File: src/logic/meal_pkg.sv
// Purpose: Constants for the extrema, power and alert block
// Assumes: 16-bit registers on an 8-bit word address
// Notes:   Offsets, field positions and reset values live here
package meal_pkg;
  // ==========================================================
  // Register word addresses
  localparam logic [7:0] A_STATUS = 8'h00;
  localparam logic [7:0] A_VLIM   = 8'h01;
  localparam logic [7:0] A_TLIM   = 8'h02;
  localparam logic [7:0] A_SLIM   = 8'h03;
  localparam logic [7:0] A_THERM  = 8'h08;
  localparam logic [7:0] A_AVGT   = 8'h16;
  localparam logic [7:0] A_TEXT   = 8'h1A;
  localparam logic [7:0] A_IEXT   = 8'h1C;
  localparam logic [7:0] A_CFG    = 8'h1D;
  localparam logic [7:0] A_THERMISTOR_GAIN  = 8'h2C;
  localparam logic [7:0] A_THERMISTOR_OFFSET   = 8'h2D;
  localparam logic [7:0] A_DIE    = 8'h34;
  localparam logic [7:0] A_PWR    = 8'hB1;
  localparam logic [7:0] A_APWR   = 8'hB3;
  localparam logic [7:0] A_ILIM   = 8'hB4;
  localparam logic [7:0] A_CURVE  = 8'hB9;
  localparam logic [7:0] A_CFG2   = 8'hBB;
  localparam int         SN_WORDS = 8;
  localparam logic [7:0] A_SN [SN_WORDS] = '{8'hD4, 8'hD5, 8'hD9,
    8'hDA, 8'hDC, 8'hDD, 8'hDE, 8'hDF};
  // ==========================================================
  // Reset values
  localparam logic [15:0] R_STATUS = 16'h8082;
  localparam logic [15:0] R_EXT    = 16'h807F;
  localparam logic [15:0] R_VLIM   = 16'hFF00;
  localparam logic [15:0] R_TLIM   = 16'h7F80;
  localparam logic [15:0] R_SLIM   = 16'hFF00;
  localparam logic [15:0] R_ILIM   = 16'h7F80;
  localparam logic [15:0] R_CFG    = 16'h0000;
  localparam logic [15:0] R_CFG2   = 16'h00C0;
  localparam logic [15:0] R_THERMISTOR_GAIN  = 16'h4000;
  localparam logic [15:0] R_ZERO   = 16'h0000;
  localparam logic [15:0] ST_VALID = 16'hFFCE;
  // ==========================================================
  // Status fields
  localparam int ST_POR = 1;
  localparam int ST_IMN = 2;
  localparam int ST_BST = 3;
  localparam int ST_IMX = 6;
  localparam int ST_DSOC = 7;
  localparam int ST_VMN = 8;
  localparam int ST_TMN = 9;
  localparam int ST_SMN = 10;
  localparam int ST_BI = 11;
  localparam int ST_VMX = 12;
  localparam int ST_TMX = 13;
  localparam int ST_SMX = 14;
  localparam int ST_BR = 15;
  localparam logic [15:0] ST_THR = 16'h7746;
  // ==========================================================
  // Configuration fields
  localparam int CF_BER = 0;
  localparam int CF_BEI = 1;
  localparam int CF_AEN = 2;
  localparam int CF_IS = 11;
  localparam int CF_VS = 12;
  localparam int CF_TS = 13;
  localparam int CF_SS = 14;
  localparam int CF_THERMAL_SOURCE_SELECT = 15;
  localparam int C2_CHARGE_STEP_ALERT_ENABLE = 5;
  localparam int C2_ATRATE = 6;
  localparam int C2_DYNAMIC_POWER_ENABLE = 7;
  localparam int SOC_STEP_BIT = 8;
  // ==========================================================
  // Arithmetic scaling and timing
  localparam int GAIN_SHIFT = 14;
  localparam int CURVE_SHIFT = 6;
  localparam int PWR_LSB = 16;
  localparam int CLK_HZ = 20_000_000;
  localparam int THERM_PERIOD_US = 1000;
  localparam int THERM_PERIOD_CYC = THERM_PERIOD_US * (CLK_HZ / 1_000_000);
  // ==========================================================
  // Thermistor sequencer states
  typedef enum logic [1:0] {
    TH_WAIT = 2'b01,
    TH_CONV = 2'b10
  } meal_th_t;
endpackage

File: src/logic/meal_top.sv
// Purpose: Extrema trackers, thermal source, power, threshold alerts
// Assumes: Measurement inputs synchronous to i_clk with valid strobes
// Notes:   Alert pin is open drain, enable high pulls the line low
`timescale 1ns/10ps
// Contract
// - Current extrema resets to 807F, max byte 80, min byte 7F.
// - Each current sample raises max or lowers min when beyond them.
// - Writing 807F to either extrema register restarts that tracker.
// - Current extrema are signed bytes, max high, twice threshold step.
// - Thermal extrema preset 80/7F, signed 1 degree bytes, max high.
// - Source select 0 picks die sensor, 1 picks thermistor; reset 0.
// - Thermistor pullup connects periodically, released after conversion.
// - Gain, offset, curve shape thermistor result only, never die.
// - Selected output follows source; die output always die sensor.
// - Instant and filtered power from current and voltage.
// - Alert output only pulls low; high comes from external pullup.
// - Removal and insertion alerts gated by their own enables.
// - Threshold alerts raised only while global alert enable is 1.
// - Charge step alert when reported charge bit 8 changes.
// - Insertion and removal flags persist until host clears them.
// - Per class choice between software clear and automatic clear.
// - Voltage limits upper/lower bytes, 20mV steps, reset FF00.
// - Thermal limits signed bytes, 1 degree steps, reset 7F80.
// - Charge limits upper/lower bytes, 1 percent steps, reset FF00.
// - Current limits signed bytes, reset 7F80.
// - Both enables clear puts 128-bit serial on those outputs.
// - Min and max flags set when reading crosses the limits.
module meal_top
  import meal_pkg::*;
#(
  parameter int           AVG_SHIFT     = 4,
  parameter int           THERM_PERIOD  = meal_pkg::THERM_PERIOD_CYC,
  // Arbitrary serial value
  parameter logic [127:0] SERIAL_NUMBER =
    128'h0123_4567_89AB_CDEF_FEDC_BA98_7654_3210
) (
  // Clock and reset
  input  wire logic         i_clk,
  input  wire logic         i_rst_n,
  // Register port
  input  wire logic [7:0]   i_reg_addr,
  input  wire logic         i_reg_wr,
  input  wire logic         i_reg_rd,
  input  wire logic [15:0]  i_reg_wdata,
  output logic      [15:0]  o_reg_rdata,
  output logic              o_reg_rvalid,
  // Measurements
  input  wire logic         i_meas_valid,
  input  wire logic [15:0]  i_current,
  input  wire logic [15:0]  i_cell_voltage_reading,
  input  wire logic         i_die_valid,
  input  wire logic [15:0]  i_die_thermal,
  input  wire logic         i_charge_valid,
  input  wire logic [15:0]  i_reported_charge_pct,
  input  wire logic [127:0] i_dynamic_words,
  // Battery detect comparators
  input  wire logic         i_removal_cmp,
  input  wire logic         i_insert_cmp,
  // Thermistor converter
  input  wire logic         i_therm_done,
  input  wire logic [15:0]  i_therm_ratio,
  output logic              o_thermistor_pin_pullup,
  // Alert pin
  output logic              o_alert_out_n_o,
  output logic              o_alert_out_n_oe
);
  import meal_pkg::*;

  // ==========================================================
  // Parameter checks
  if (AVG_SHIFT < 1 || AVG_SHIFT > 8) begin : g_chk_avg
    $error("AVG_SHIFT out of range");
  end
  if (THERM_PERIOD < 2) begin : g_chk_per
    $error("THERM_PERIOD too short");
  end

  // ==========================================================
  // Registers and locals
  logic [15:0] status_reg, status_next, st_set;
  logic [15:0] vlim_reg, tlim_reg, slim_reg, ilim_reg;
  logic [15:0] cfg_reg, cfg2_reg, thermistor_gain_reg, thermistor_offset_reg, curve_reg;
  logic [15:0] iext_reg, text_reg;
  logic [15:0] volt_reg, curr_reg, charge_reg;
  logic [15:0] thermal_reg, die_reg, avgt_reg, therm_res_reg;
  logic [15:0] pwr_reg, apwr_reg, rd_next;
  logic        rem_reg, ins_reg, pending;
  logic [31:0] th_cnt_reg;
  meal_th_t    th_state_reg;
  logic        wr_status, wr_iext, wr_text, sn_mode, thermal_source_select;
  logic        th_done_evt, t_upd, dsoc_chg;
  logic [15:0] t_new, th_val, cv_sx;
  logic signed [32:0] th_prod, pw_prod;
  logic signed [16:0] cv_prod;
  logic [7:0]  ibyte, vbyte, tbyte, sbyte, iext_in;

  assign wr_status = i_reg_wr && i_reg_addr == A_STATUS;
  assign wr_iext   = i_reg_wr && i_reg_addr == A_IEXT;
  assign wr_text   = i_reg_wr && i_reg_addr == A_TEXT;
  assign thermal_source_select      = cfg_reg[CF_THERMAL_SOURCE_SELECT];
  assign sn_mode   = !cfg2_reg[C2_ATRATE] && !cfg2_reg[C2_DYNAMIC_POWER_ENABLE];

  // ==========================================================
  // Extrema update helper
  function automatic logic [15:0] meal_track(input logic [15:0] e,
                                             input logic [7:0]  s);
    logic [7:0] mx;
    logic [7:0] mn;
    mx = ($signed(s) > $signed(e[15:8])) ? s : e[15:8];
    mn = ($signed(s) < $signed(e[7:0])) ? s : e[7:0];
    return {mx, mn};
  endfunction

  // ==========================================================
  // Configuration and limit registers
  always_ff @(posedge i_clk) begin
    if (!i_rst_n) begin
      vlim_reg  <= R_VLIM;
      tlim_reg  <= R_TLIM;
      slim_reg  <= R_SLIM;
      ilim_reg  <= R_ILIM;
      cfg_reg   <= R_CFG;
      cfg2_reg  <= R_CFG2;
      thermistor_gain_reg <= R_THERMISTOR_GAIN;
      thermistor_offset_reg  <= R_ZERO;
      curve_reg <= R_ZERO;
    end else if (i_reg_wr) begin
      unique case (i_reg_addr)
        A_VLIM:  vlim_reg  <= i_reg_wdata;
        A_TLIM:  tlim_reg  <= i_reg_wdata;
        A_SLIM:  slim_reg  <= i_reg_wdata;
        A_ILIM:  ilim_reg  <= i_reg_wdata;
        A_CFG:   cfg_reg   <= i_reg_wdata;
        A_CFG2:  cfg2_reg  <= i_reg_wdata;
        A_THERMISTOR_GAIN: thermistor_gain_reg <= i_reg_wdata;
        A_THERMISTOR_OFFSET:  thermistor_offset_reg  <= i_reg_wdata;
        A_CURVE: curve_reg <= i_reg_wdata;
        default: ;
      endcase
    end
  end

  // ==========================================================
  // Latest readings
  always_ff @(posedge i_clk) begin
    if (!i_rst_n) begin
      volt_reg   <= R_ZERO;
      curr_reg   <= R_ZERO;
      charge_reg <= R_ZERO;
      rem_reg    <= 1'b0;
      ins_reg    <= 1'b0;
    end else begin
      rem_reg <= i_removal_cmp;
      ins_reg <= i_insert_cmp;
      if (i_meas_valid) begin
        volt_reg <= i_cell_voltage_reading;
        curr_reg <= i_current;
      end
      if (i_charge_valid) begin
        charge_reg <= i_reported_charge_pct;
      end
    end
  end

  // ==========================================================
  // Thermistor sequencer
  always_ff @(posedge i_clk) begin
    if (!i_rst_n) begin
      th_state_reg            <= TH_WAIT;
      th_cnt_reg              <= '0;
      o_thermistor_pin_pullup <= 1'b0;
      therm_res_reg           <= R_ZERO;
    end else begin
      unique case (th_state_reg)
        TH_WAIT: begin
          if (!thermal_source_select) begin
            th_cnt_reg <= '0;
          end else if (th_cnt_reg == 32'(THERM_PERIOD - 1)) begin
            th_cnt_reg              <= '0;
            th_state_reg            <= TH_CONV;
            o_thermistor_pin_pullup <= 1'b1;
          end else begin
            th_cnt_reg <= th_cnt_reg + 32'h1;
          end
        end
        TH_CONV: begin
          if (i_therm_done) begin
            th_state_reg            <= TH_WAIT;
            o_thermistor_pin_pullup <= 1'b0;
            therm_res_reg           <= th_val;
          end
        end
        default: th_state_reg <= TH_WAIT;
      endcase
    end
  end

  // Ratio to temperature through gain, offset and curve
  always_comb begin
    th_prod = $signed({1'b0, i_therm_ratio}) * $signed(thermistor_gain_reg);
    cv_prod = $signed(curve_reg[7:0]) * $signed({1'b0, i_therm_ratio[15:8]});
    cv_sx   = 16'(cv_prod >>> CURVE_SHIFT);
    th_val  = th_prod[GAIN_SHIFT +: 16] + thermistor_offset_reg + cv_sx;
  end

  assign th_done_evt = th_state_reg == TH_CONV && i_therm_done;
  assign t_upd = thermal_source_select ? th_done_evt : i_die_valid;
  assign t_new = thermal_source_select ? th_val : i_die_thermal;

  // ==========================================================
  // Thermal outputs
  always_ff @(posedge i_clk) begin
    if (!i_rst_n) begin
      thermal_reg <= R_ZERO;
      die_reg     <= R_ZERO;
      avgt_reg    <= R_ZERO;
    end else begin
      if (i_die_valid) begin
        die_reg <= i_die_thermal;
      end
      if (t_upd) begin
        thermal_reg <= t_new;
        avgt_reg <= avgt_reg + 16'($signed(t_new - avgt_reg) >>> AVG_SHIFT);
      end
    end
  end

  // ==========================================================
  // Power
  assign pw_prod = $signed(i_current) *
                   $signed({1'b0, i_cell_voltage_reading});
  always_ff @(posedge i_clk) begin
    if (!i_rst_n) begin
      pwr_reg  <= R_ZERO;
      apwr_reg <= R_ZERO;
    end else if (i_meas_valid) begin
      pwr_reg  <= pw_prod[PWR_LSB +: 16];
      apwr_reg <= apwr_reg +
        16'($signed(pw_prod[PWR_LSB +: 16] - apwr_reg) >>> AVG_SHIFT);
    end
  end

  // ==========================================================
  // Extrema trackers
  assign iext_in = {i_current[15], i_current[15:9]};
  always_ff @(posedge i_clk) begin
    if (!i_rst_n) begin
      iext_reg <= R_EXT;
      text_reg <= R_EXT;
    end else begin
      if (wr_iext) begin
        iext_reg <= i_reg_wdata;
      end else if (i_meas_valid) begin
        iext_reg <= meal_track(iext_reg, iext_in);
      end
      if (wr_text) begin
        text_reg <= i_reg_wdata;
      end else if (t_upd) begin
        text_reg <= meal_track(text_reg, t_new[15:8]);
      end
    end
  end

  // ==========================================================
  // Threshold compare and status
  assign vbyte = volt_reg[15:8];
  assign tbyte = thermal_reg[15:8];
  assign sbyte = charge_reg[15:8];
  assign ibyte = curr_reg[15:8];
  assign dsoc_chg = i_charge_valid && (i_reported_charge_pct[SOC_STEP_BIT]
                    != charge_reg[SOC_STEP_BIT]);

  always_comb begin
    st_set = '0;
    st_set[ST_VMX] = vbyte > vlim_reg[15:8];
    st_set[ST_VMN] = vbyte < vlim_reg[7:0];
    st_set[ST_TMX] = $signed(tbyte) > $signed(tlim_reg[15:8]);
    st_set[ST_TMN] = $signed(tbyte) < $signed(tlim_reg[7:0]);
    st_set[ST_SMX] = sbyte > slim_reg[15:8];
    st_set[ST_SMN] = sbyte < slim_reg[7:0];
    st_set[ST_IMX] = $signed(ibyte) > $signed(ilim_reg[15:8]);
    st_set[ST_IMN] = $signed(ibyte) < $signed(ilim_reg[7:0]);
    st_set[ST_BR]  = i_removal_cmp && !rem_reg;
    st_set[ST_BI]  = i_insert_cmp && !ins_reg;
    st_set[ST_DSOC] = dsoc_chg;
  end

  always_comb begin
    status_next = status_reg;
    if (wr_status) begin
      status_next = status_reg & i_reg_wdata;
    end
    status_next = status_next | st_set;
    if (!cfg_reg[CF_VS]) begin
      status_next[ST_VMX] = st_set[ST_VMX];
      status_next[ST_VMN] = st_set[ST_VMN];
    end
    if (!cfg_reg[CF_TS]) begin
      status_next[ST_TMX] = st_set[ST_TMX];
      status_next[ST_TMN] = st_set[ST_TMN];
    end
    if (!cfg_reg[CF_SS]) begin
      status_next[ST_SMX] = st_set[ST_SMX];
      status_next[ST_SMN] = st_set[ST_SMN];
    end
    if (!cfg_reg[CF_IS]) begin
      status_next[ST_IMX] = st_set[ST_IMX];
      status_next[ST_IMN] = st_set[ST_IMN];
    end
    status_next[ST_BST] = i_removal_cmp;
    status_next = status_next & ST_VALID;
  end

  always_ff @(posedge i_clk) begin
    if (!i_rst_n) begin
      status_reg <= R_STATUS;
    end else begin
      status_reg <= status_next;
    end
  end

  // ==========================================================
  // Alert pin
  assign pending = (cfg_reg[CF_BER] && status_reg[ST_BR]) ||
                   (cfg_reg[CF_BEI] && status_reg[ST_BI]) ||
                   (cfg_reg[CF_AEN] && |(status_reg & ST_THR)) ||
                   (cfg2_reg[C2_CHARGE_STEP_ALERT_ENABLE] && status_reg[ST_DSOC]);
  always_ff @(posedge i_clk) begin
    if (!i_rst_n) begin
      o_alert_out_n_o  <= 1'b0;
      o_alert_out_n_oe <= 1'b0;
    end else begin
      o_alert_out_n_oe <= pending;
    end
  end

  // ==========================================================
  // Register read
  always_comb begin
    rd_next = R_ZERO;
    unique case (i_reg_addr)
      A_STATUS: rd_next = status_reg;
      A_VLIM:   rd_next = vlim_reg;
      A_TLIM:   rd_next = tlim_reg;
      A_SLIM:   rd_next = slim_reg;
      A_THERM:  rd_next = thermal_reg;
      A_AVGT:   rd_next = avgt_reg;
      A_TEXT:   rd_next = text_reg;
      A_IEXT:   rd_next = iext_reg;
      A_CFG:    rd_next = cfg_reg;
      A_THERMISTOR_GAIN:  rd_next = thermistor_gain_reg;
      A_THERMISTOR_OFFSET:   rd_next = thermistor_offset_reg;
      A_DIE:    rd_next = die_reg;
      A_PWR:    rd_next = pwr_reg;
      A_APWR:   rd_next = apwr_reg;
      A_ILIM:   rd_next = ilim_reg;
      A_CURVE:  rd_next = curve_reg;
      A_CFG2:   rd_next = cfg2_reg;
      default:  rd_next = R_ZERO;
    endcase
    for (int i = 0; i < SN_WORDS; i++) begin
      if (i_reg_addr == A_SN[i]) begin
        rd_next = sn_mode ? SERIAL_NUMBER[16*i +: 16]
                          : i_dynamic_words[16*i +: 16];
      end
    end
  end

  always_ff @(posedge i_clk) begin
    if (!i_rst_n) begin
      o_reg_rdata  <= R_ZERO;
      o_reg_rvalid <= 1'b0;
    end else begin
      o_reg_rvalid <= i_reg_rd;
      if (i_reg_rd) begin
        o_reg_rdata <= rd_next;
      end
    end
  end
endmodule

File: config.mk
export PLATFORM = sky130hd
export DESIGN_NAME = meal_top
export DESIGN_NICKNAME = d
export VERILOG_FILES = /design/src/logic/meal_pkg.sv /design/src/logic/meal_top.sv
export SDC_FILE = /design/constraint.sdc
export NUM_CORES = 2
export LEC_CHECK = 0
export BUFFER_PORTS_ARGS = -buffer_cell sky130_fd_sc_hd__buf_2
export CAP_MARGIN = 20
export CORE_ASPECT_RATIO = 1.75
export CORE_MARGIN = 2
export CORE_UTILIZATION = 38
export DETAILED_ROUTE_END_ITERATION = 10
export PLACE_DENSITY = 0.6
export SYNTH_ARGS = -nofsm -noshare
export SYNTH_HDL_FRONTEND = slang
export SYNTH_SLANG_ARGS = --single-unit
File: constraint.sdc
create_clock -name i_clk -period 17.3 [get_ports i_clk]
set_input_delay 5.19 -clock i_clk [delete_from_list [all_inputs] [get_ports i_clk]]
set_output_delay 5.19 -clock i_clk [all_outputs]
set_load 0.1 [all_outputs]
==> results.sh <==
export IMPL_yosys_top_cells_area="fa_1 22%, dfxtp_1 18%, ha_1 13%"
export IMPL_drv_cap=0
export IMPL_start_util_pct=38.31
export IMPL_synth_cell_type_count=94
export IMPL_syn2layout_area_growth_pct=8.929
export IMPL_ys_async_sr_fraction_pct=0
export IMPL_synth_seq_area_share_pct=17.53
export IMPL_via_per_inst=5.601
export IMPL_synth_edf_count=0
export IMPL_grt_use_met3_pct=2.857
export IMPL_startpoint_type="input pin"
export IMPL_synthMostInstantiatedCell="nand2_1"
export IMPL_slew_headroom_pct=23.65
export IMPL_min_from="vlim_reg[1]"
export IMPL_cpPeakStageDelay_ns=0.55
export IMPL_tightest_slew_ns=1.144
export IMPL_htree_num_levels=2
export IMPL_path_clk_slew_ns=0.07
export IMPL_clk_insertion_delay_late_ns=0.58
export IMPL_crit_top_cell="fa_1"
export IMPL_grt_pass1_vias=36310
export IMPL_timing_rr_end="avgt_reg[15]"
export IMPL_vias=35240
export IMPL_swShare_pct=49.00
export IMPL_p_switching_uw=3590
export IMPL_worstRegToRegCells=42
export IMPL_final_antenna_net_count=0
export IMPL_root_buffer="clkbuf_16"
export IMPL_hold_violations=0
export IMPL_setup_violations=0
export IMPL_post_cts_buffers=0
export IMPL_p_seq_share_pct=13.1
export IMPL_die_area_um2=107000
export IMPL_numClockSinks=347
export IMPL_cp_slowest_cell="fa_1"
export IMPL_synth_top_cell_by_area="fa_1"
export IMPL_fin_skew_ns=0.03261
export IMPL_grt_ovfl_total=0
export IMPL_grt_pass1_wl_um=215600
export IMPL_synth_cells=4846
export IMPL_fin_tns_setup_ns=0
export IMPL_rrSetupSlack_ns=5.30
export IMPL_final_max_slew_viol_count=0
export IMPL_cp_max_fo=23
export IMPL_yosysWarnings=0
export IMPL_syn_avg_cell_area_um2=8.177
export IMPL_gp_congestion=1.018
export IMPL_status="finished, final reports clean"
export IMPL_whs_endpoint="vlim_reg[1]"
export IMPL_intPower_uw=3736
export IMPL_grt_max_degree=115
export IMPL_period_needed_ns=16.00
export IMPL_grt_busiest_layer="met2"
export IMPL_finalWirelength_um=142700
export IMPL_holdCritPathClass="reg2reg"
export IMPL_portBuffers=252
export IMPL_synthTopCellsByCount="764 x nand2_1, 667 x inv_1, 439 x fa_1, 421 x ha_1, 347 x dfxtp_1"
export IMPL_grt_usage_pct=26.76
export IMPL_pin_count=262
export IMPL_cts_max_path_buffers=3
export IMPL_crit_path_end_kind="register"
export IMPL_grtUsageMet1_pct=29.06
export IMPL_cts_resized=0
export IMPL_largest_reg_flops=32
export IMPL_crit_start="i_therm_ratio[8]"
export IMPL_nets=6023
export IMPL_fmax_ghz=0.06251
export IMPL_peakVddDrop_mv=0.3713
export IMPL_r2r_start="thermistor_gain_reg[3]"
export IMPL_crit_required_ns=17.71
export IMPL_rsz0062_at_grt="false"
export IMPL_synth_top_area_share_pct=22.18
export IMPL_fin_cells=6291
export IMPL_wl_per_cell_um=22.68
export IMPL_met2_usage_pct=46.98
export IMPL_firstDrtPassIters=7
export IMPL_die_y_um=431.2
export IMPL_drt_iter0_markers=2388
export IMPL_drive_gt1_share_pct=8.049
export IMPL_synth_area_um2=39630
export IMPL_post_route_period_util_pct=92.47
export IMPL_synth_top_flop_cell="dfxtp_1"
export IMPL_cp_arrival_ns=16.41
export IMPL_ys_seq_elements=347
export IMPL_leakage_uw=0.02005
export IMPL_power_combinational_fraction_pct=75.5
export IMPL_core_area_um2=103400
export IMPL_cellPowerDensity_nw_per_um2=169.7
export IMPL_antenna_found_initial=7
export IMPL_clockPowerShare_pct=11.3
export IMPL_placementRows=156
export IMPL_drc=0
export IMPL_dp_cells=6226
export IMPL_numCtsBuffers=34
export IMPL_syn_num_nets=5948
export IMPL_chipWidth_um=248.1
export IMPL_cts_tree="built"
export IMPL_postCtsHoldBufs=0
export IMPL_dp_hpwl_um=109800
export IMPL_crit_type="in2reg"
export IMPL_worstHoldPathCells=2
## power groups by stage
| stage | Sequential, uW | Combinational (uW) | Clock (uW) |
|---|---|---|---|
| floorplan | 934 | 4300 | 0 |
| global placement | 975 | 5460 | 0 |
| detailed placement | 975 | 5550 | 0 |
| CTS | 957 | 5600 | 840 |
| global route | 962 | 6250 | 864 |
| finish | 962 | 5530 | 831 |
## routing by layer
layer  part of all wire, %  vias to the layer above  wire length, um
li1                      -                    16060                -
met1                    35                    17350            50450
met2                    50                     1358            70900
met3                   5.5                      470             7800
met4                   9.5                        2            13490
met5                0.0091                        -               13
## layout by cell type (no fill, tap or decap), drive strengths merged, types with 8 or more instances in the layout
cell type,instances
o21a,46
a31oi,31
clkinv,11
xnor2,83
mux2,12
nor2,279
a22oi,80
fa,439
clkbuf,41
nand2b,60
o221ai,8
a211oi,17
a222oi,11
mux2i,91
a21oi,296
nor2b,39
o211ai,47
inv,670
and2,247
o21ai,155
buf,295
a21o,28
nand4,26
ha,421
o22ai,30
nand3,67
nor3,64
a311oi,15
nand2,764
o21bai,12
a221oi,30
dfxtp,347
nor4,13
and3,22
xor2,14
## worst max-delay path: cells and delay by family
| family | cells | cell delay (ns) |
|---|---|---|
| buffers and inverters | 4 | 0.63 |
| AND/OR/NAND/NOR | 5 | 0.50 |
| multiplexers | 1 | 0.37 |
| AO/OA/AOI/OAI | 17 | 3.82 |
| adder cells (fa/ha/maj) | 11 | 4.77 |
| XOR/XNOR | 5 | 1.11 |
## kinds of logic (layout without fill, tap and decap cells)
logic type	after synthesis	after routing	synth area share, %
AO/OA/AOI/OAI	884	884	14.44
XOR/XNOR	98	98	2.201
adder cells (fa/ha/maj)	860	860	35.47
buffers and inverters	926	1025	8.800
flip-flops	347	347	17.53
multiplexers	103	103	2.640
other	1	4	0.009463
AND/OR/NAND/NOR	1627	1627	18.91
## area by class of cell
class	count	area, um^2
multi-input cells	3573	29240
flip-flops and latches	347	6947
clock inverters	19	260.3
diodes	3	7.507
repair buffers	295	1588
inverters	670	2522
clock buffers	41	918.4
well taps	1343	1680
fillers	10590	60280
## worst max path at each step
| stage | endpoint | slack (ns) | cells after the start |
|---|---|---|---|
| floorplan | avgt_reg[15] | 2.00 | 42 |
| global placement | avgt_reg[15] | 0.79 | 42 |
| detailed placement | avgt_reg[15] | 0.72 | 43 |
| CTS | avgt_reg[15] | 1.25 | 43 |
| global route | avgt_reg[15] | 0.62 | 43 |
| finish | avgt_reg[15] | 1.30 | 43 |
## metrics by stage
step	instance area [um^2]	util (%)	hold slack, ns	power (uW)	worst slack (ns)
after floorplan	39630	-	0.4314	5236	1.999
after global placement	41960	40.56	0.4409	6435	0.7863
after detailed placement	41960	40.56	0.4477	6527	0.7218
after CTS	43140	41.70	0.4561	7395	1.253
after global routing	43160	41.72	0.4723	8073	0.6217
final	43170	41.73	0.4551	7325	1.303
Power figures use the tool's default switching activity.
